**src/pkg/ssp_cfg.svh**
```systemverilog
/*
 Register offsets, field positions, reset values and timing counts of the
 serial port block. Assumes a 25 MHz system clock and a 32-bit AXI4-Lite bus.
*/
`ifndef SSP_CFG_SVH
`define SSP_CFG_SVH

`define SSP_OFF_CTRL1      8'h00
`define SSP_OFF_STAT       8'h04
`define SSP_OFF_BUF        8'h08
`define SSP_OFF_CTRL2      8'h0C
`define SSP_OFF_BRG        8'h10
`define SSP_OFF_IRQ_STAT   8'h14
`define SSP_OFF_IRQ_MASK   8'h18

`define SSP_CTRL1_MODE_BIT 0
`define SSP_CTRL1_CKP_BIT  4
`define SSP_STAT_SMP_BIT   7
`define SSP_STAT_CKE_BIT   6
`define SSP_STAT_BF_BIT    0
`define SSP_CTRL2_ACK_BIT  6
`define SSP_IRQ_SER_BIT    0
`define SSP_IRQ_WRITE_COLLISION_FLAG_BIT   1

`define SSP_BRG_RST        8'h09
`define SSP_I2C_LAST_BIT   4'h7
`define SSP_I2C_ACK_BIT    4'h8
`define SSP_SPI_LAST_BIT   4'h7

`define SSP_RESP_OKAY      2'h0
`define SSP_RESP_SLVERR    2'h2

// Clock period and instruction cycle, in ns
`define SSP_CLK_NS         40
`define SSP_TCY_NS         160
`define SSP_COLL_WIN_TCY   2
// Longest time: rounded down to whole clock cycles
`define SSP_COLL_WIN_CYC   ((`SSP_COLL_WIN_TCY * `SSP_TCY_NS) / `SSP_CLK_NS)

`endif

```
**src/pkg/ssp_pkg.sv**
```systemverilog
/*
 Types of the serial port block. Assumes the constants of ssp_cfg.svh.
*/
package ssp_pkg;
  // Byte-level state of the I2C transmit sequencer
  typedef enum logic [3:0] {
    SSP_ST_IDLE = 4'h1,
    SSP_ST_LOW  = 4'h2,
    SSP_ST_HIGH = 4'h4,
    SSP_ST_HOLD = 4'h8
  } ssp_state_e;
endpackage

```
**src/verilog/ssp_brg.sv**
```systemverilog
/*
 Baud-rate generator: a reloading down-counter that pulses once per period.
 Assumes run_i and period_i come from logic on the same clock.
*/
`timescale 1ns/10ps
`default_nettype none

module ssp_brg #(
  parameter int unsigned W = 8
) (
  input  wire logic         clk_i,
  input  wire logic         rst_n_i,
  input  wire logic         ce_i,
  input  wire logic         run_i,
  input  wire logic [W-1:0] period_i,
  output logic              roll_o
);
  logic [W-1:0] cnt;

  if (W < 2) $error("ssp_brg: W must be at least 2");

  // Reload while stopped, so every start gives a full period
  always_ff @(posedge clk_i) begin
    if (!rst_n_i) begin
      cnt    <= '0;
      roll_o <= 1'b0;
    end else if (ce_i) begin
      if (!run_i) begin
        cnt    <= period_i - W'(1);
        roll_o <= 1'b0;
      end else if (cnt == '0) begin
        cnt    <= period_i - W'(1);
        roll_o <= 1'b1;
      end else begin
        cnt    <= cnt - W'(1);
        roll_o <= 1'b0;
      end
    end
  end
endmodule

`default_nettype wire

```
**src/verilog/ssp_i2c_master_tx.sv**
```systemverilog
/*
 Serial port: I2C master byte transmitter, SPI slave shift path, status and
 control registers on an AXI4-Lite slave, sticky interrupt flags.
 Assumes start/stop conditions are made elsewhere; pins are open drain
 (scl/sda) with external pull-ups; sck_i/sdi_i come from an SPI master.
*/
`timescale 1ns/10ps
`default_nettype none
`include "ssp_cfg.svh"

module ssp_i2c_master_tx #(
  parameter int unsigned ADDR_W = 8,
  parameter int unsigned BRG_W  = 8
) (
  input  wire logic              clk_i,
  input  wire logic              rst_n_i,
  input  wire logic              ce_i,
  input  wire logic [ADDR_W-1:0] s_axi_awaddr_i,
  input  wire logic              s_axi_awvalid_i,
  output logic                   s_axi_awready_o,
  input  wire logic [31:0]       s_axi_wdata_i,
  input  wire logic [3:0]        s_axi_wstrb_i,
  input  wire logic              s_axi_wvalid_i,
  output logic                   s_axi_wready_o,
  output logic [1:0]             s_axi_bresp_o,
  output logic                   s_axi_bvalid_o,
  input  wire logic              s_axi_bready_i,
  input  wire logic [ADDR_W-1:0] s_axi_araddr_i,
  input  wire logic              s_axi_arvalid_i,
  output logic                   s_axi_arready_o,
  output logic [31:0]            s_axi_rdata_o,
  output logic [1:0]             s_axi_rresp_o,
  output logic                   s_axi_rvalid_o,
  input  wire logic              s_axi_rready_i,
  input  wire logic              scl_i,
  output logic                   scl_o,
  output logic                   scl_oe_o,
  input  wire logic              sda_i,
  output logic                   sda_o,
  output logic                   sda_oe_o,
  input  wire logic              sck_i,
  input  wire logic              sdi_i,
  output logic                   sdo_o,
  output logic                   irq_o
);
  localparam int unsigned WIN_W = 4;
  localparam logic [WIN_W-1:0] WIN_CYC = WIN_W'(`SSP_COLL_WIN_CYC);

  if (ADDR_W < 8) $error("ssp_i2c_master_tx: ADDR_W must be at least 8");
  if (BRG_W < 2 || BRG_W > 8) $error("ssp_i2c_master_tx: BRG_W must be 2..8");
  if (`SSP_COLL_WIN_CYC < 1 || `SSP_COLL_WIN_CYC > 15) $error("window does not fit");

  logic                   mode_spi;
  logic                   clock_idle_polarity;
  logic                   sample_phase_select;
  logic                   clock_edge_select;
  logic                   buffer_full_flag;
  logic                   ack_received_status;
  logic [7:0]             serial_buffer;
  logic [7:0]             shift_stage;
  logic [BRG_W-1:0]       brg_period;
  logic [1:0]             irq_status;
  logic [1:0]             irq_mask;
  ssp_pkg::ssp_state_e    state;
  logic [3:0]             bit_cnt;
  logic [3:0]             spi_cnt;
  logic                   drive_pend;
  logic [WIN_W-1:0]       win_cnt;
  logic [3:0]             pin_raw;
  logic [3:0]             pin_sync;
  logic                   sck_d;
  logic                   roll;
  logic                   brg_run;
  logic                   wr_fire;
  logic                   wr_lo;
  logic                   wr_hit;
  logic                   wr_buf;
  logic                   rd_fire;
  logic                   rd_hit;
  logic [7:0]             rd_val;
  logic                   busy;
  logic                   buf_accept;
  logic                   buf_late;
  logic                   buf_drop;
  logic                   buf_load;
  logic                   fall_ev;
  logic                   ack_ev;
  logic                   sck_chg;
  logic                   idle_edge;
  logic                   act_edge;
  logic                   spi_smp;
  logic                   spi_tx;
  logic                   spi_done;

  // Pin synchronisers: index 3 sck, 2 sdi, 1 scl, 0 sda
  assign pin_raw = {sck_i, sdi_i, scl_i, sda_i};
  for (genvar i = 0; i < 4; i++) begin : g_sync
    logic meta;
    logic sync;
    always_ff @(posedge clk_i) begin
      if (!rst_n_i) begin
        meta <= 1'b0;
        sync <= 1'b0;
      end else if (ce_i) begin
        meta <= pin_raw[i];
        sync <= meta;
      end
    end
    assign pin_sync[i] = sync;
  end

  // Bus handshakes and buffer write classification
  assign wr_fire    = s_axi_awready_o & s_axi_awvalid_i & s_axi_wvalid_i;
  assign wr_lo      = wr_fire & s_axi_wstrb_i[0];
  assign rd_fire    = s_axi_arready_o & s_axi_arvalid_i;
  assign wr_buf     = wr_lo & (s_axi_awaddr_i == ADDR_W'(`SSP_OFF_BUF));
  assign busy       = (state == ssp_pkg::SSP_ST_LOW) | (state == ssp_pkg::SSP_ST_HIGH)
                    | (spi_cnt != 4'h0);
  assign buf_accept = wr_buf & ~busy;
  assign buf_late   = wr_buf & busy & (win_cnt != '0);
  assign buf_drop   = wr_buf & busy & (win_cnt == '0);
  assign buf_load   = buf_accept | buf_late;

  // I2C bit events on generator rollover
  assign brg_run = (state == ssp_pkg::SSP_ST_LOW)
                 | ((state == ssp_pkg::SSP_ST_HIGH) & pin_sync[1]);
  assign fall_ev = (state == ssp_pkg::SSP_ST_HIGH) & roll;
  assign ack_ev  = fall_ev & (bit_cnt == `SSP_I2C_ACK_BIT);

  // SPI edges relative to the idle clock level
  assign sck_chg   = pin_sync[3] ^ sck_d;
  assign idle_edge = sck_chg & (pin_sync[3] == clock_idle_polarity);
  assign act_edge  = sck_chg & (pin_sync[3] != clock_idle_polarity);
  assign spi_tx    = mode_spi & (clock_edge_select ? idle_edge : act_edge);
  assign spi_smp   = mode_spi & (clock_edge_select ? act_edge : idle_edge);
  assign spi_done  = spi_smp & (spi_cnt == `SSP_SPI_LAST_BIT);

  ssp_brg #(
    .W (BRG_W)
  ) u_brg (
    .clk_i    (clk_i),
    .rst_n_i  (rst_n_i),
    .ce_i     (ce_i),
    .run_i    (brg_run),
    .period_i (brg_period),
    .roll_o   (roll)
  );

  // Write decode; the shift stage has no address
  always_comb begin
    wr_hit = 1'b0;
    if (s_axi_awaddr_i == ADDR_W'(`SSP_OFF_CTRL1)) begin
      wr_hit = 1'b1;
    end else if (s_axi_awaddr_i == ADDR_W'(`SSP_OFF_STAT)) begin
      wr_hit = 1'b1;
    end else if (s_axi_awaddr_i == ADDR_W'(`SSP_OFF_BUF)) begin
      wr_hit = 1'b1;
    end else if (s_axi_awaddr_i == ADDR_W'(`SSP_OFF_CTRL2)) begin
      wr_hit = 1'b1;
    end else if (s_axi_awaddr_i == ADDR_W'(`SSP_OFF_BRG)) begin
      wr_hit = 1'b1;
    end else if (s_axi_awaddr_i == ADDR_W'(`SSP_OFF_IRQ_STAT)) begin
      wr_hit = 1'b1;
    end else if (s_axi_awaddr_i == ADDR_W'(`SSP_OFF_IRQ_MASK)) begin
      wr_hit = 1'b1;
    end
  end

  // Read mux; unmapped reads answer zero with an error
  always_comb begin
    rd_val = 8'h00;
    rd_hit = 1'b1;
    if (s_axi_araddr_i == ADDR_W'(`SSP_OFF_CTRL1)) begin
      rd_val[`SSP_CTRL1_MODE_BIT] = mode_spi;
      rd_val[`SSP_CTRL1_CKP_BIT]  = clock_idle_polarity;
    end else if (s_axi_araddr_i == ADDR_W'(`SSP_OFF_STAT)) begin
      rd_val[`SSP_STAT_SMP_BIT] = sample_phase_select;
      rd_val[`SSP_STAT_CKE_BIT] = clock_edge_select;
      rd_val[`SSP_STAT_BF_BIT]  = buffer_full_flag;
    end else if (s_axi_araddr_i == ADDR_W'(`SSP_OFF_BUF)) begin
      rd_val = serial_buffer;
    end else if (s_axi_araddr_i == ADDR_W'(`SSP_OFF_CTRL2)) begin
      rd_val[`SSP_CTRL2_ACK_BIT] = ack_received_status;
    end else if (s_axi_araddr_i == ADDR_W'(`SSP_OFF_BRG)) begin
      rd_val = 8'(brg_period);
    end else if (s_axi_araddr_i == ADDR_W'(`SSP_OFF_IRQ_STAT)) begin
      rd_val = {6'h00, irq_status};
    end else if (s_axi_araddr_i == ADDR_W'(`SSP_OFF_IRQ_MASK)) begin
      rd_val = {6'h00, irq_mask};
    end else begin
      rd_hit = 1'b0;
    end
  end

  // AXI4-Lite handshakes: address and data are taken together
  always_ff @(posedge clk_i) begin
    if (!rst_n_i) begin
      s_axi_awready_o <= 1'b0;
      s_axi_wready_o  <= 1'b0;
      s_axi_bvalid_o  <= 1'b0;
      s_axi_bresp_o   <= `SSP_RESP_OKAY;
      s_axi_arready_o <= 1'b0;
      s_axi_rvalid_o  <= 1'b0;
      s_axi_rresp_o   <= `SSP_RESP_OKAY;
      s_axi_rdata_o   <= 32'h00000000;
    end else if (ce_i) begin
      s_axi_awready_o <= s_axi_awvalid_i & s_axi_wvalid_i & ~s_axi_awready_o & ~s_axi_bvalid_o;
      s_axi_wready_o  <= s_axi_awvalid_i & s_axi_wvalid_i & ~s_axi_awready_o & ~s_axi_bvalid_o;
      if (wr_fire) begin
        s_axi_bvalid_o <= 1'b1;
        s_axi_bresp_o  <= wr_hit ? `SSP_RESP_OKAY : `SSP_RESP_SLVERR;
      end else if (s_axi_bready_i) begin
        s_axi_bvalid_o <= 1'b0;
      end
      s_axi_arready_o <= s_axi_arvalid_i & ~s_axi_arready_o & ~s_axi_rvalid_o;
      if (rd_fire) begin
        s_axi_rvalid_o <= 1'b1;
        s_axi_rdata_o  <= {24'h000000, rd_val};
        s_axi_rresp_o  <= rd_hit ? `SSP_RESP_OKAY : `SSP_RESP_SLVERR;
      end else if (s_axi_rready_i) begin
        s_axi_rvalid_o <= 1'b0;
      end
    end
  end

  // Software-writable control fields; status keeps its low six bits
  always_ff @(posedge clk_i) begin
    if (!rst_n_i) begin
      mode_spi            <= 1'b0;
      clock_idle_polarity <= 1'b0;
      sample_phase_select <= 1'b0;
      clock_edge_select   <= 1'b0;
      brg_period          <= BRG_W'(`SSP_BRG_RST);
      irq_mask            <= 2'h0;
    end else if (ce_i && wr_lo) begin
      if (s_axi_awaddr_i == ADDR_W'(`SSP_OFF_CTRL1)) begin
        mode_spi            <= s_axi_wdata_i[`SSP_CTRL1_MODE_BIT];
        clock_idle_polarity <= s_axi_wdata_i[`SSP_CTRL1_CKP_BIT];
      end else if (s_axi_awaddr_i == ADDR_W'(`SSP_OFF_STAT)) begin
        sample_phase_select <= s_axi_wdata_i[`SSP_STAT_SMP_BIT];
        clock_edge_select   <= s_axi_wdata_i[`SSP_STAT_CKE_BIT];
      end else if (s_axi_awaddr_i == ADDR_W'(`SSP_OFF_BRG)) begin
        brg_period <= s_axi_wdata_i[BRG_W-1:0];
      end else if (s_axi_awaddr_i == ADDR_W'(`SSP_OFF_IRQ_MASK)) begin
        irq_mask <= s_axi_wdata_i[1:0];
      end
    end
  end

  // Shift stage: loaded with the buffer, shifted by either link
  always_ff @(posedge clk_i) begin
    if (!rst_n_i) begin
      shift_stage <= 8'h00;
    end else if (ce_i) begin
      if (buf_load) begin
        shift_stage <= s_axi_wdata_i[7:0];
      end else if (spi_smp) begin
        shift_stage <= {shift_stage[6:0], pin_sync[2]};
      end else if (fall_ev && bit_cnt < `SSP_I2C_ACK_BIT) begin
        shift_stage <= {shift_stage[6:0], 1'b0};
      end
    end
  end

  // Buffer: late rewrite still lands, which may corrupt the byte
  always_ff @(posedge clk_i) begin
    if (!rst_n_i) begin
      serial_buffer <= 8'h00;
    end else if (ce_i) begin
      if (buf_load) begin
        serial_buffer <= s_axi_wdata_i[7:0];
      end else if (spi_done) begin
        serial_buffer <= {shift_stage[6:0], pin_sync[2]};
      end
    end
  end

  // Buffer full: set wins over clear
  always_ff @(posedge clk_i) begin
    if (!rst_n_i) begin
      buffer_full_flag <= 1'b0;
    end else if (ce_i) begin
      if ((buf_load && !mode_spi) || spi_done) begin
        buffer_full_flag <= 1'b1;
      end else if (fall_ev && bit_cnt == `SSP_I2C_LAST_BIT) begin
        buffer_full_flag <= 1'b0;
      end else if (rd_fire && mode_spi && s_axi_araddr_i == ADDR_W'(`SSP_OFF_BUF)) begin
        buffer_full_flag <= 1'b0;
      end
    end
  end

  // Collision window after an accepted write
  always_ff @(posedge clk_i) begin
    if (!rst_n_i) begin
      win_cnt <= '0;
    end else if (ce_i) begin
      if (buf_accept) begin
        win_cnt <= WIN_CYC;
      end else if (win_cnt != '0) begin
        win_cnt <= win_cnt - WIN_W'(1);
      end
    end
  end

  // I2C byte sequencer; SDA changes one clock after SCL falls for hold
  always_ff @(posedge clk_i) begin
    if (!rst_n_i) begin
      state      <= ssp_pkg::SSP_ST_IDLE;
      bit_cnt    <= 4'h0;
      drive_pend <= 1'b0;
      scl_oe_o   <= 1'b0;
      sda_oe_o   <= 1'b0;
      scl_o      <= 1'b0;
      sda_o      <= 1'b0;
    end else if (ce_i) begin
      scl_o      <= 1'b0;
      sda_o      <= 1'b0;
      drive_pend <= 1'b0;
      if (drive_pend) begin
        sda_oe_o <= (bit_cnt < `SSP_I2C_ACK_BIT) & ~shift_stage[7];
      end
      case (state)
        ssp_pkg::SSP_ST_IDLE, ssp_pkg::SSP_ST_HOLD: begin
          if (buf_accept && !mode_spi) begin
            state      <= ssp_pkg::SSP_ST_LOW;
            bit_cnt    <= 4'h0;
            scl_oe_o   <= 1'b1;
            drive_pend <= 1'b1;
          end
        end
        ssp_pkg::SSP_ST_LOW: begin
          if (roll) begin
            state    <= ssp_pkg::SSP_ST_HIGH;
            scl_oe_o <= 1'b0;
          end
        end
        ssp_pkg::SSP_ST_HIGH: begin
          if (roll) begin
            scl_oe_o <= 1'b1;
            if (bit_cnt == `SSP_I2C_ACK_BIT) begin
              state <= ssp_pkg::SSP_ST_HOLD;
            end else begin
              state      <= ssp_pkg::SSP_ST_LOW;
              bit_cnt    <= bit_cnt + 4'h1;
              drive_pend <= 1'b1;
            end
          end
        end
        default: begin
          state <= ssp_pkg::SSP_ST_IDLE;
        end
      endcase
    end
  end

  // Acknowledge captured on the ninth falling edge
  always_ff @(posedge clk_i) begin
    if (!rst_n_i) begin
      ack_received_status <= 1'b0;
    end else if (ce_i && ack_ev) begin
      ack_received_status <= pin_sync[0];
    end
  end

  // SPI bit counter and transmit pin
  always_ff @(posedge clk_i) begin
    if (!rst_n_i) begin
      spi_cnt <= 4'h0;
      sck_d   <= 1'b0;
      sdo_o   <= 1'b0;
    end else if (ce_i) begin
      sck_d <= pin_sync[3];
      if (!mode_spi) begin
        spi_cnt <= 4'h0;
      end else if (spi_smp) begin
        spi_cnt <= spi_done ? 4'h0 : spi_cnt + 4'h1;
      end
      if (buf_load && mode_spi) begin
        sdo_o <= s_axi_wdata_i[7];
      end else if (spi_tx) begin
        sdo_o <= shift_stage[7];
      end
    end
  end

  // Sticky events, cleared by writing one; hardware never clears them
  always_ff @(posedge clk_i) begin
    if (!rst_n_i) begin
      irq_status <= 2'h0;
      irq_o      <= 1'b0;
    end else if (ce_i) begin
      for (int b = 0; b < 2; b++) begin
        if ((b == `SSP_IRQ_SER_BIT && (ack_ev || spi_done)) ||
            (b == `SSP_IRQ_WRITE_COLLISION_FLAG_BIT && (buf_late || buf_drop))) begin
          irq_status[b] <= 1'b1;
        end else if (wr_lo && s_axi_awaddr_i == ADDR_W'(`SSP_OFF_IRQ_STAT) &&
                     s_axi_wdata_i[b]) begin
          irq_status[b] <= 1'b0;
        end
      end
      irq_o <= |(irq_status & irq_mask);
    end
  end
endmodule

`default_nettype wire
```
**config.mk**
```make
export PLATFORM = sky130hd
export DESIGN_NAME = ssp_i2c_master_tx
export DESIGN_NICKNAME = d
export VERILOG_FILES = /design/src/pkg/ssp_pkg.sv /design/src/verilog/ssp_brg.sv /design/src/verilog/ssp_i2c_master_tx.sv
export VERILOG_INCLUDE_DIRS = /design/src /design/src/pkg
export SDC_FILE = /design/constraint.sdc
export NUM_CORES = 1
export LEC_CHECK = 0
export ABC_AREA = 1
export BUFFER_PORTS_ARGS = -buffer_cell sky130_fd_sc_hd__buf_2
export CAP_MARGIN = 20
export CORE_ASPECT_RATIO = 1.4
export CORE_MARGIN = 2
export CORE_UTILIZATION = 50
export CTS_CLUSTER_SIZE = 14
export DETAILED_ROUTE_END_ITERATION = 16
export PLACE_DENSITY_LB_ADDON = 0.25
export SYNTH_ARGS = -nofsm -noshare
export SYNTH_HDL_FRONTEND = slang
export SYNTH_SLANG_ARGS = --single-unit
```
**constraint.sdc**
```tcl
create_clock -name clk_i -period 1.7 [get_ports clk_i]
set_input_delay 0.255 -clock clk_i [delete_from_list [all_inputs] [get_ports clk_i]]
set_output_delay 0.255 -clock clk_i [all_outputs]
set_load 0.03 [all_outputs]
```
* Word level (Yosys, flattened, before mapping)
Index checks and enable logic that the tools add are counted.
** Word-level totals
- Register bits after elaboration :: 89
- Latch bits :: 0
- Bits in writable memories :: 0
- Memory bits (read-only) :: 0
- Input port bits :: 64
- Output and inout bits :: 47
- Logic and storage cells :: 240
- Memories kept :: 0
** Cells by class
- Add/sub/neg operators :: 5
- $mul :: 0
- Div/mod/pow operators :: 0
- Magnitude comparators :: 1
- Equal/unequal tests :: 26
- Shift operators :: 0
- Mux-type cells :: 76
- Bitwise logic cells :: 38
- Reduce and logical (&&, ||, !) cells :: 55
** Operator list (count)
- 2-to-1 mux 8 bit :: 10
- == test 8 x 5 -> 1 bit, second input constant :: 6
- 2-to-1 mux 4 bit :: 12
- 2-to-1 mux 1 bit :: 42
- == test 8 x 4 -> 1 bit, second input constant :: 4
- AND reduction 2 bit :: 14
- logical NOT 8 bit :: 3
- AND 1 bit :: 23
- == test 8 x 3 -> 1 bit, second input constant :: 2
- nonzero test 2 bit :: 8
- subtractor 8 x 1 -> 8 bit, second input constant :: 2
- AND reduction 5 bit :: 3
- == test 4 x 3 -> 1 bit, second input constant :: 3
- logical AND 1 bit :: 12
- one-hot mux 4 bit (3 select lines) :: 1
- inverter 1 bit :: 9
- nonzero test 3 bit :: 3
- adder 4 x 1 -> 4 bit, second input constant :: 2
- == test 4 bit, second input constant :: 2
- 2-to-1 mux 2 bit :: 4
- one-hot mux 4 bit (2 select lines) :: 1
- AND reduction 4 bit :: 2
- nonzero test 4 bit :: 2
- 2-to-1 mux 3 bit :: 2
- 20 further kinds :: 29

* Longest topological paths before layout
Gate-level depths: netlist (run 1).
- Depth in word-level cells :: 11
- Gate-level depth with buffers :: 14
- Gate-level depth less buffers :: 13

* Modules after synthesis
A second synthesis (run 1) with hierarchy kept.
** Second synthesis, totals
- Cell total of the unflattened synthesis :: 756
- Area, all modules :: 5004.8 um2
** Modules (own cells, without submodules)
- ssp_i2c_master_tx :: times used 1, cells each 629, area an instance 4254.1 um2, seq. area each 1561.5 um2
- ssp_brg :: times used 1, cells each 127, area an instance 750.7 um2, seq. area each 180.2 um2

* Worst setup path after synthesis (run 1)
No wires, ideal clock.
- Kind :: register -> register
- Start :: register s_axi_wready_o (netlist name)
- End :: register brg_period[2]
- Setup time :: 0.121 ns
- Data arrival time :: 1.626 ns
- Data required time :: 1.579 ns
- Setup slack :: -0.048 ns
- Cell stages (with the launch flop) :: 11
- Path buffers :: 1
- Clock period less this slack :: 1.748 ns
- Cell sequence :: dfxtp_1 -> nand3_1 -> nor2_2 -> inv_1 -> nor2_2 -> inv_1 -> nor2_4 -> inv_1 -> buf_2 -> o21ai_0 -> a21oi_1
** RTL lines
- end signal, assigned :: RTL line ssp_i2c_master_tx.sv:233 : brg_period <= BRG_W'(`SSP_BRG_RST);
- end signal, assigned :: RTL line ssp_i2c_master_tx.sv:243 : brg_period <= s_axi_wdata_i[BRG_W-1:0];
- end, declared :: RTL line ssp_i2c_master_tx.sv:61 : logic [BRG_W-1:0] brg_period;

* Worst setup path in the final report (run 1)
- Start :: register spi_cnt[1]
- End :: register bit_cnt[0]
** On the way
- Longest elaborated chain between the ends :: 7
** Ends and longest elaborated chain
- start, declared :: RTL line ssp_i2c_master_tx.sv:66 : logic [3:0] spi_cnt;
- start signal, assigned :: RTL line ssp_i2c_master_tx.sv:377 : spi_cnt <= spi_done ? 4'h0 : spi_cnt + 4'h1;
- nonzero test 4 bit :: RTL line ssp_i2c_master_tx.sv:118 : | (spi_cnt != 4'h0);
- bitwise OR 1 bit :: RTL line ssp_i2c_master_tx.sv:118
- inverter 1 bit :: RTL line ssp_i2c_master_tx.sv:119 : assign buf_accept = wr_buf & ~busy;
- AND 1 bit :: RTL line ssp_i2c_master_tx.sv:119
- logical AND 1 bit :: RTL line ssp_i2c_master_tx.sv:325 : if (buf_accept && !mode_spi) begin
- inequality test 2 bit (no source line)
- AND reduction 5 bit (no source line)
- end signal, assigned :: RTL line ssp_i2c_master_tx.sv:345 : bit_cnt <= bit_cnt + 4'h1;
- end, declared :: RTL line ssp_i2c_master_tx.sv:65 : logic [3:0] bit_cnt;
Every way passes these cells.
A chain may end at the register's enable or synchronous reset.

==> results of run 1 <==
==> synth_stat cells (all sizes together) <==
library cell | instances | area (um2)
dfxtp | 87 | 1740
o31ai | 2 | 15.0
a211oi | 1 | 7.51
clkinv | 1 | 3.75
xor2 | 10 | 87.6
nor3 | 10 | 55.1
a31oi | 1 | 6.26
o211ai | 5 | 37.5
nor2 | 98 | 400
xnor2 | 2 | 17.5
nor4 | 1 | 6.26
a21oi | 63 | 315
nand2 | 171 | 687
nand4 | 15 | 93.8
a311oi | 1 | 8.76
buf | 41 | 292
a31o | 1 | 8.76
nor3b | 2 | 20.0
inv | 84 | 315
clkbuf | 12 | 45.0
ha | 9 | 113
conb | 1 | 3.75
nand3 | 40 | 233
or2 | 2 | 12.5
o2111ai | 1 | 8.76
o221ai | 1 | 8.76
nand3b | 1 | 7.51
o21a | 1 | 7.51
o21ai | 55 | 283
==> what timing repair did <==
item	in CTS	in global routing
pin swaps	0	5
setup endpoints to repair	1	31
resized for setup	1	34
cloned	0	1
buffers inserted	0	1
==> area by class of cell <==
type | instances | area (um2) | area share
Timing Repair inverter | 1 | 5.00 | 0.000885
Sequential cell | 87 | 1740 | 0.308
Clock buffer | 13 | 270 | 0.0478
Inverter | 85 | 325 | 0.0575
Multi-Input combinational cell | 521 | 2650 | 0.469
Timing Repair Buffer | 77 | 482 | 0.0852
Tap cell | 110 | 138 | 0.0243
Clock inverter | 3 | 40.0 | 0.00708
==> registers in the layout, summed over array words and instances (netlist names), 2 cells and up <==
name and flops:
u_brg.cnt 8, g_sync.meta 4, spi_cnt 4, s_axi_rdata_o 8
win_cnt 4, irq_mask 2, brg_period 8, g_sync.sync 4
irq_status 2, bit_cnt 4, shift_stage 8, state 4
serial_buffer 8
==> cell families (layout without fill, tap and decap cells) <==
logic type | after synthesis | in the layout | synth area share
AOI/OAI and AO/OA | 132 | 132 | 0.146
xor gates and xnor gates | 12 | 12 | 0.0217
adders and majority gates | 9 | 9 | 0.0233
buffers and inverters | 138 | 179 | 0.135
DFF | 87 | 87 | 0.360
other | 1 | 28 | 0.000775
and+or+nand+nor | 340 | 340 | 0.313
==> metal layers <==
| layer | vias up | global-route usage | wire, um |
|---|---|---|---|
| met3 | 21 | 0.0471 | 564 |
| met1 | 2110 | 0.267 | 5120 |
| met5 | - | 0 | 0 |
| li1 | 2386 | - | - |
| met4 | 0 | 0.0885 | 237 |
| met2 | 142 | 0.394 | 5890 |
==> cell usage in the layout (no fill, tap or decap), types with 14 or more instances in the layout <==
master	count
a21oi_1	60
nand2_1	160
nand3_1	34
conb_1	28
nor2_1	86
o21ai_1	14
dfxtp_1	85
inv_1	77
buf_2	55
o21ai_0	36
nand4_1	15
buf_4	18
==> worst min-delay path, stage by stage <==
cell,delay [ns]
buf_2,0.08
nor2_1,0.04
nor2_1,0.08
==> power breakdown <==
part           switching (W)  internal [W]  total (W)
registers          0.0000635       0.00212    0.00218
logic               0.000515      0.000268   0.000783
clock network       0.000782       0.00125    0.00204
total                0.00136       0.00364    0.00500
==> metrics by stage <==
stage / worst slack (ns) / utilization / std cells / total power [W] / setup TNS, ns
2_1_floorplan: 0.105 / - / 746 / 0.00279 / 0
3_3_place_gp: 0.0580 / 0.551 / 879 / 0.00290 / 0
3_5_place_dp: -0.0201 / 0.551 / 879 / 0.00293 / -0.0245
4_1_cts: 0.00959 / 0.584 / 895 / 0.00497 / 0
5_1_grt: -0.0158 / 0.598 / 897 / 0.00523 / -0.0655
6_report: 0.0640 / 0.598 / 897 / 0.00500 / 0
==> worst max path at each step <==
stage,from,end,slack (ns),depth (start not counted)
finish,spi_cnt[1]$_SDFFE_PN0P_,bit_cnt[0]$_SDFFE_PN0P_,0.06,11
global route,win_cnt[0]$_SDFFE_PN0P_,serial_buffer[2]$_SDFFE_PN0P_,-0.02,11
CTS,spi_cnt[1]$_SDFFE_PN0P_,bit_cnt[1]$_SDFFE_PN0P_,0.01,11
detailed placement,s_axi_araddr_i[1],s_axi_rdata_o[5]$_SDFFE_PN0P_,-0.02,8
global placement,s_axi_araddr_i[1],s_axi_rdata_o[5]$_SDFFE_PN0P_,0.06,8
floorplan,s_axi_wready_o$_SDFFE_PN0P_,brg_period[2]$_SDFFE_PN0P_,0.11,10
==> flow_summary.yaml, run 1 <==
run_status:
  run_status: "finished clean"
detailed_routing:
  finalWirelength_um: 11800
  drt_pass1_iterations: 5
  antenna_left: 0
  dr.first_iter.drc_count: 306
  drc: 0
  count_of_vias_placed_by_the_detailed_router: 4659
  detail_route.wl_per_cell_um: 13.2
  viasPerCell: 5.19
setup_path:
  timing_worst_setup_path_type: "reg2reg"
  critPathMostFrequentCell: "inv_1"
  critical_path.startpoint_type: "flip-flop"
  critical-path-max-stage-delay_ns: 0.33
  regToRegStartpoint: "spi_cnt[1]$_SDFFE_PN0P_"
  reg2reg_to: "bit_cnt[0]$_SDFFE_PN0P_"
  critical-path-slowest-cell: "dfxtp_1"
  worst_ep_arrival_time_ns: 1.91
  path_buf_inv: 3
  worst-endpoint-required_ns: 1.97
  cpLargestDelayFamily: "simple AND/OR/NAND/NOR gates"
  reg2regPathDepth: 11
  cp-end-kind: "flip-flop"
  timing.critical_path.cells: "inv_1, ha_1, nand3_1, inv_1, nand3_4, nor2_2, nand2_2, nand2_4, buf_4, nand4_1, a21oi_1"
  ff2ff_setup_slack_ns: 0.06
  crit_path_max_fanout: 5
synth:
  synth.cell_area_um2: 4840
  synth.yosys.warnings: 0
  synthCells: 719
  synthDistinctLibCells: 44
  synth.yosys.seq_area_share: 0.360
  average_size_of_a_mapped_cell_um2: 6.73
  yosys_register_bits: 87
grt:
  grt_remaining_overflow: 0
  initial_antenna_violation_count: 0
  pin_count_of_the_biggest_net_entering_global_routing: 37
  grt_pass1_vias: 4201
  grt_pass1_wl_um: 18700
  track_usage: 0.226
power:
  worst_ir_drop_on_vdd_mv: 0.594
  p_leak_nw: 2.56
  power_density_nw_per_um2: 884
floorplan:
  die_x_um: 87.2
  std_cell_rows: 42
  core_um2: 9460
  chipHeight_um: 120
  floorplan.die_area_um2: 10500
  floorplan.initialDensity: 0.512
  boundaryPins: 111
clocking:
  clk_pin_slew_ns: 0.06
  tritoncts_buffer_count: 9
  root_buffer: "clkbuf_16"
  cts_hold_buf: 0
  cts-root-to-sink-buffers: 2
  htree_num_levels: 3
  clock_latency_of_the_later_clocked_register_in_the_worst_skew_pair_ns: 0.34
  cts.sink_count: 87
  tritoncts: "done"
final_layout:
  fillCellCount: 871
  drive_gt1_frac: 0.182
  fin_area_um2: 5650
  fin_nets: 855
  insertedDiodeCount: 0
  area_growth_syn_to_layout_pct: 16.8
sta:
  highest_clock_rate_mhz: 611
  holdWs_ns: 0.143
  final_period_minus_worst_setup_slack_ns: 1.64
  final_min_period_over_clock_period: 0.962
  rsz_0062_raised_after_global_routing: "true"
  drv_slew: 0
  fin_worst_skew_ns: 0.00847
  finalHoldViolCount: 0
  number_of_setup_violations_in_the_final_report: 0
placed_design:
  portbufs: 55
  cell_area_after_placement_um2: 5220
  dp.final_hpwl_um: 8660
  place_congestion: 0.867
min_path:
  worstHoldPathCells: 3
  hold_path_startpoint: "sck_i"
  min_delay_worst_endpoint: "g_sync[3].meta$_SDFFE_PN0P_"
  hold_path_class: "in2reg"
run:
  drv.max_cap_violation_count: 0
Note: power is estimated with default switching activity, not from simulation.
==> inputs of run 2 (changes only) <==
--- a/config.mk
+++ b/config.mk
@@ -9,9 +9,10 @@
 export ABC_AREA = 1
 export BUFFER_PORTS_ARGS = -buffer_cell sky130_fd_sc_hd__buf_2
 export CAP_MARGIN = 20
-export CORE_ASPECT_RATIO = 1.4
+export CORE_ASPECT_RATIO = 1.1
 export CORE_MARGIN = 2
 export CORE_UTILIZATION = 50
+export CTS_BUF_LIST = sky130_fd_sc_hd__clkbuf_4 sky130_fd_sc_hd__clkbuf_8 sky130_fd_sc_hd__clkbuf_16
 export CTS_CLUSTER_SIZE = 14
 export DETAILED_ROUTE_END_ITERATION = 16
 export PLACE_DENSITY_LB_ADDON = 0.25
==> flow_summary.yaml, run 2 (synthesis results as in run 1) <==
run_status:
  run_status: "finished clean"
final_layout:
  area_growth_syn_to_layout_pct: 18.9
  fin_cells: 919
  highest_count_cells_in_the_layout_ignoring_fill_and_taps: "158 x nand2_1, 87 x nor2_1, 81 x dfxtp_1, 75 x inv_1, 62 x a21oi_1"
  fillCellCount: 866
  drive_gt1_frac: 0.216
  insertedDiodeCount: 0
  layout_commonest_cell: "nand2_1"
  fin_nets: 870
clocking:
  clk_pin_slew_ns: 0.09
  cts.sink_count: 87
  root_buffer: "clkbuf_8"
  tritoncts: "done"
  cts-root-to-sink-buffers: 2
  tritoncts_buffer_count: 9
  htree_num_levels: 3
  clock_latency_of_the_later_clocked_register_in_the_worst_skew_pair_ns: 0.36
power:
  power_density_nw_per_um2: 782
  pwr-share-comb: 0.179
  pwr-share-seq: 0.485
  p_sw_w: 0.00136
  p_sw_frac: 0.303
  p_leak_nw: 2.62
  worst_ir_drop_on_vdd_mv: 0.624
  clock_power_share: 0.336
  internal_power_w: 0.00314
  p_total_w: 0.00450
setup_path:
  critical-path-slowest-cell: "dfxtp_1"
  timing_worst_setup_path_type: "reg2reg"
  cp-end-kind: "flip-flop"
  worst_ep_arrival_time_ns: 1.89
  crit_path_max_fanout: 5
  path_buf_inv: 1
  worst-endpoint-required_ns: 1.99
  cpLargestDelayFamily: "simple AND/OR/NAND/NOR gates"
  critical-path-max-stage-delay_ns: 0.37
  timing.critical_path.cells: "inv_1, ha_1, nand2_1, nor3_2, nand2_1, nor2_1, a21oi_1, a21oi_1"
  critical_path.startpoint_type: "flip-flop"
floorplan:
  floorplan.die_area_um2: 10500
  std_cell_rows: 37
  core_um2: 9400
  die_x_um: 97.8
  chipHeight_um: 107
  boundaryPins: 111
  floorplan.initialDensity: 0.515
placed_design:
  portbufs: 55
  dp.final_hpwl_um: 8710
  post-place-cells: 888
  place_congestion: 0.854
detailed_routing:
  dr.first_iter.drc_count: 359
  detail_route.wl_per_cell_um: 13.2
  drc: 0
  viasPerCell: 5.16
  antenna_left: 0
  finalWirelength_um: 12100
  drt_pass1_iterations: 5
  count_of_vias_placed_by_the_detailed_router: 4739
grt:
  track_usage: 0.227
  initial_antenna_violation_count: 0
  grt_remaining_overflow: 0
  pin_count_of_the_biggest_net_entering_global_routing: 35
  grt_pass1_wl_um: 19300
  grt_pass1_vias: 4136
sta:
  highest_clock_rate_mhz: 623
  number_of_setup_violations_in_the_final_report: 0
  finalHoldViolCount: 0
  drv_slew: 0
  final_min_period_over_clock_period: 0.944
  fin_worst_skew_ns: 0.0153
  rsz_0062_raised_after_global_routing: "true"
  final_period_minus_worst_setup_slack_ns: 1.61
run:
  drv.max_cap_violation_count: 0
min_path:
  hold_path_class: "in2reg"
## run 2: cell types whose count changed in the layout (fill, tap and decap cells not counted), sizes merged
cell / change
buf: +14
clkbuf: -2
clkinv: +1
clkinvlp: -2
inv: +3
nand2: +1
## run 2: layout make-up
| type | instances | area [um2] | share of cell area |
|---|---|---|---|
| flip-flops and latches | 87 | 1750 | 0.304 |
| multi-input cells | 522 | 2740 | 0.476 |
| clock buffers | 10 | 138 | 0.0239 |
| repair buffers | 92 | 593 | 0.103 |
| inverters | 85 | 324 | 0.0563 |
| well taps | 117 | 146 | 0.0254 |
| clock inverters | 6 | 66.3 | 0.0115 |
## run 2: power groups by stage
stage | registers (W) | logic [W] | clock network (W)
2_1_floorplan | 0.00222 | 0.000565 | 0
5_1_grt | 0.00219 | 0.000905 | 0.00162
6_report | 0.00218 | 0.000807 | 0.00151
4_1_cts | 0.00217 | 0.000728 | 0.00154
3_5_place_dp | 0.00221 | 0.000726 | 0
3_3_place_gp | 0.00221 | 0.000699 | 0
## run 2: worst paths after layout
check                                        startpoint                           to  slack (ns)  cells past startpoint
worst min register to register    scl_oe_o$_SDFFE_PN0P_        scl_oe_o$_SDFFE_PN0P_        0.45                      2
worst max register to register  bit_cnt[0]$_SDFFE_PN0P_   irq_status[0]$_SDFFE_PN0P_        0.09                      8
worst min-delay path                              sdi_i  g_sync[2].meta$_SDFFE_PN0P_        0.12                      3
worst max-delay path            bit_cnt[0]$_SDFFE_PN0P_   irq_status[0]$_SDFFE_PN0P_        0.09                      8
## run 2: repair_timing
action | CTS | global route
setup buffers | 0 | 13
hold buffers | 0 | 0
gates resized for setup | 0 | 55
setup endpoints to repair | 0 | 40
## run 2: worst reg2reg max path, stage by stage (launching register included)
cell	delay (ns)
dfxtp_1	0.37
inv_1	0.08
ha_1	0.13
nand2_1	0.07
nor3_2	0.26
nand2_1	0.09
nor2_1	0.30
a21oi_1	0.09
a21oi_1	0.16
## run 2: metrics by stage
stage | area (um2) | setup slack (ns) | hold slack (ns) | TNS (ns) | utilization
after floorplan | 4940 | 0.105 | 0.385 | 0 | -
after detailed placement | 5230 | 0.0238 | 0.440 | 0 | 0.556
after CTS | 5430 | 0.0106 | 0.109 | 0 | 0.578
final | 5760 | 0.0950 | 0.116 | 0 | 0.613
after global placement | 5230 | 0.0573 | 0.433 | 0 | 0.556
after global routing | 5760 | -0.0368 | 0.109 | -0.210 | 0.613
## run 2: per-layer routing
metal  GRT usage  routed length [um]  vias up
li1            -                   -     2412
met1       0.303                5460     2138
met2       0.380                5840      180
met3      0.0391                 724        9
met4      0.0605                 109        0
met5           0                   0        -
==> inputs of run 3 (changes only) <==
--- a/config.mk
+++ b/config.mk
@@ -11,7 +11,7 @@
 export CAP_MARGIN = 20
 export CORE_ASPECT_RATIO = 1.1
 export CORE_MARGIN = 2
-export CORE_UTILIZATION = 50
+export CORE_UTILIZATION = 35
 export CTS_BUF_LIST = sky130_fd_sc_hd__clkbuf_4 sky130_fd_sc_hd__clkbuf_8 sky130_fd_sc_hd__clkbuf_16
 export CTS_CLUSTER_SIZE = 14
 export DETAILED_ROUTE_END_ITERATION = 16
==> flow_summary.yaml, run 3 (synthesis results as in run 1) <==
clocking:
  tritoncts: "done"
  cts_hold_buf: 0
  tritoncts_buffer_count: 9
  clk_pin_slew_ns: 0.07
  htree_num_levels: 3
  root_buffer: "clkbuf_16"
  cts.sink_count: 87
  cts-root-to-sink-buffers: 2
  clock_latency_of_the_later_clocked_register_in_the_worst_skew_pair_ns: 0.34
detailed_routing:
  top_signal_layer_used: "met4"
  dr_wl_met2_um: 5720
  drt_pass1_iterations: 4
  finalWirelength_um: 12100
  wirelength_met1_um: 5820
  detail_route.wl_per_cell_um: 12.3
  antenna_left: 0
  met3_wirelength_um: 448
  viasPerCell: 4.60
  drc: 0
  dr.first_iter.drc_count: 228
  count_of_vias_placed_by_the_detailed_router: 4542
setup_path:
  worst-endpoint-required_ns: 1.94
  crit_path_max_fanout: 15
  worst_ep_arrival_time_ns: 1.81
  ff2ff_setup_slack_ns: 0.13
  regToRegStartpoint: "win_cnt[1]$_SDFFE_PN0P_"
  setup.worst_path.start: "win_cnt[1]$_SDFFE_PN0P_"
  critical_path.startpoint_type: "flip-flop"
  timing_worst_setup_path_type: "reg2reg"
  cp-end-kind: "flip-flop"
sta:
  totalNegativeSetupSlack_ns: 0
  finalHoldViolCount: 0
  highest_clock_rate_mhz: 639
  holdWs_ns: 0.137
  number_of_setup_violations_in_the_final_report: 0
  final_period_minus_worst_setup_slack_ns: 1.57
  drv_slew: 0
  final_min_period_over_clock_period: 0.921
  rsz_0062_raised_after_global_routing: "true"
  fin_worst_skew_ns: 0.00627
  fin_ws_ns: 0.135
power:
  worst_ir_drop_on_vdd_mv: 0.487
  pwr-share-seq: 0.450
  clock_power_share: 0.387
  p_sw_frac: 0.295
  power_density_nw_per_um2: 834
  p_sw_w: 0.00142
  internal_power_w: 0.00341
  p_leak_nw: 2.61
  pwr-share-comb: 0.163
run_status:
  run_status: "finished clean"
final_layout:
  area_growth_syn_to_layout_pct: 19.8
  layout_commonest_cell: "nand2_1"
  drive_gt1_frac: 0.194
  highest_count_cells_in_the_layout_ignoring_fill_and_taps: "160 x nand2_1, 87 x nor2_1, 84 x dfxtp_1, 76 x inv_1, 61 x a21oi_1"
  fillCellCount: 1509
  fin_cells: 987
  fin_nets: 867
  insertedDiodeCount: 0
min_path:
  hold_path_class: "in2reg"
  hold_path_startpoint: "sdi_i"
placed_design:
  place_congestion: 0.828
  post-place-cells: 967
  dp.final_hpwl_um: 8900
  portbufs: 55
  place_worst_setup_slack_ns: 0.0157
grt:
  grt_pass1_vias: 4178
  initial_antenna_violation_count: 0
  grt_remaining_overflow: 0
  pin_count_of_the_biggest_net_entering_global_routing: 37
  track_usage: 0.169
  grt_pass1_wl_um: 19900
floorplan:
  boundaryPins: 111
  floorplan.initialDensity: 0.354
  floorplan.die_area_um2: 14800
  core_um2: 13700
  std_cell_rows: 45
  chipHeight_um: 127
  die_x_um: 116
run:
  drv.max_cap_violation_count: 0
-- run 3: changes by cell type in the layout (fill, tap and decap cells not counted), moves of 2 or more --
cell | before | now
dfxtp_1 | 81 | 84
buf_4 | 33 | 30
clkinvlp_4 | 0 | 2
clkbuf_8 | 10 | 0
nor2_2 | 4 | 7
nor2_4 | 7 | 4
o21ai_2 | 8 | 2
nand2_1 | 158 | 160
dfxtp_2 | 6 | 3
clkbuf_16 | 1 | 9
o21ai_1 | 4 | 11
buf_12 | 2 | 4
-- run 3: power by group through the flow --
stage	registers (W)	logic [W]	clock network, W
global route	0.00219	0.000893	0.00203
CTS	0.00217	0.000748	0.00192
finish	0.00218	0.000786	0.00187
detailed placement	0.00221	0.000745	0
global placement	0.00221	0.000740	0
floorplan	0.00222	0.000565	0
-- run 3: area by class of cell --
type,count,area [um2],area share
repair buffers,89,581,0.100
flip-flops and latches,87,1750,0.301
clock inverters,6,42.5,0.00734
clock buffers,10,233,0.0401
multi-input cells,522,2640,0.455
well taps,188,235,0.0406
inverters,85,322,0.0554
-- run 3: timing repair --
item / in CTS / in global routing
setup buffers: 0 / 3
setup endpoints to repair: 0 / 37
gates resized for setup: 0 / 28
-- run 3: layer usage --
metal  global-route usage  vias up
met5                    0        -
met4               0.0476        0
met3               0.0327        8
met2                0.272       84
li1                     -     2409
met1                0.232     2041
-- run 3: worst max-delay path, stage by stage, from the launching register on --
cell and delay (ns):
dfxtp_1 0.32, inv_2 0.07, ha_1 0.14, nor3b_4 0.30, nand2_4 0.10, nand2_4 0.08, buf_12 0.13, nand2_1 0.05
o21ai_1 0.10, nand2_1 0.07, nand2_1 0.06, nor2_1 0.04
-- run 3: stage by stage --
| step | utilization | area (um2) | total power [W] |
|---|---|---|---|
| finish | 0.424 | 5800 | 0.00483 |
| global placement | 0.395 | 5400 | 0.00295 |
| global route | 0.424 | 5800 | 0.00511 |
| detailed placement | 0.395 | 5400 | 0.00296 |
| floorplan | - | 4940 | 0.00279 |
| CTS | 0.415 | 5680 | 0.00484 |
-- run 3: path summary, 6_finish.rpt --
check                                              endpoint  cells after the start
worst max-delay path            shift_stage[5]$_SDFFE_PN0P_                     11
worst max register to register  shift_stage[5]$_SDFFE_PN0P_                     11
worst min register to register        scl_oe_o$_SDFFE_PN0P_                      2
worst min-delay path            g_sync[2].meta$_SDFFE_PN0P_                      3
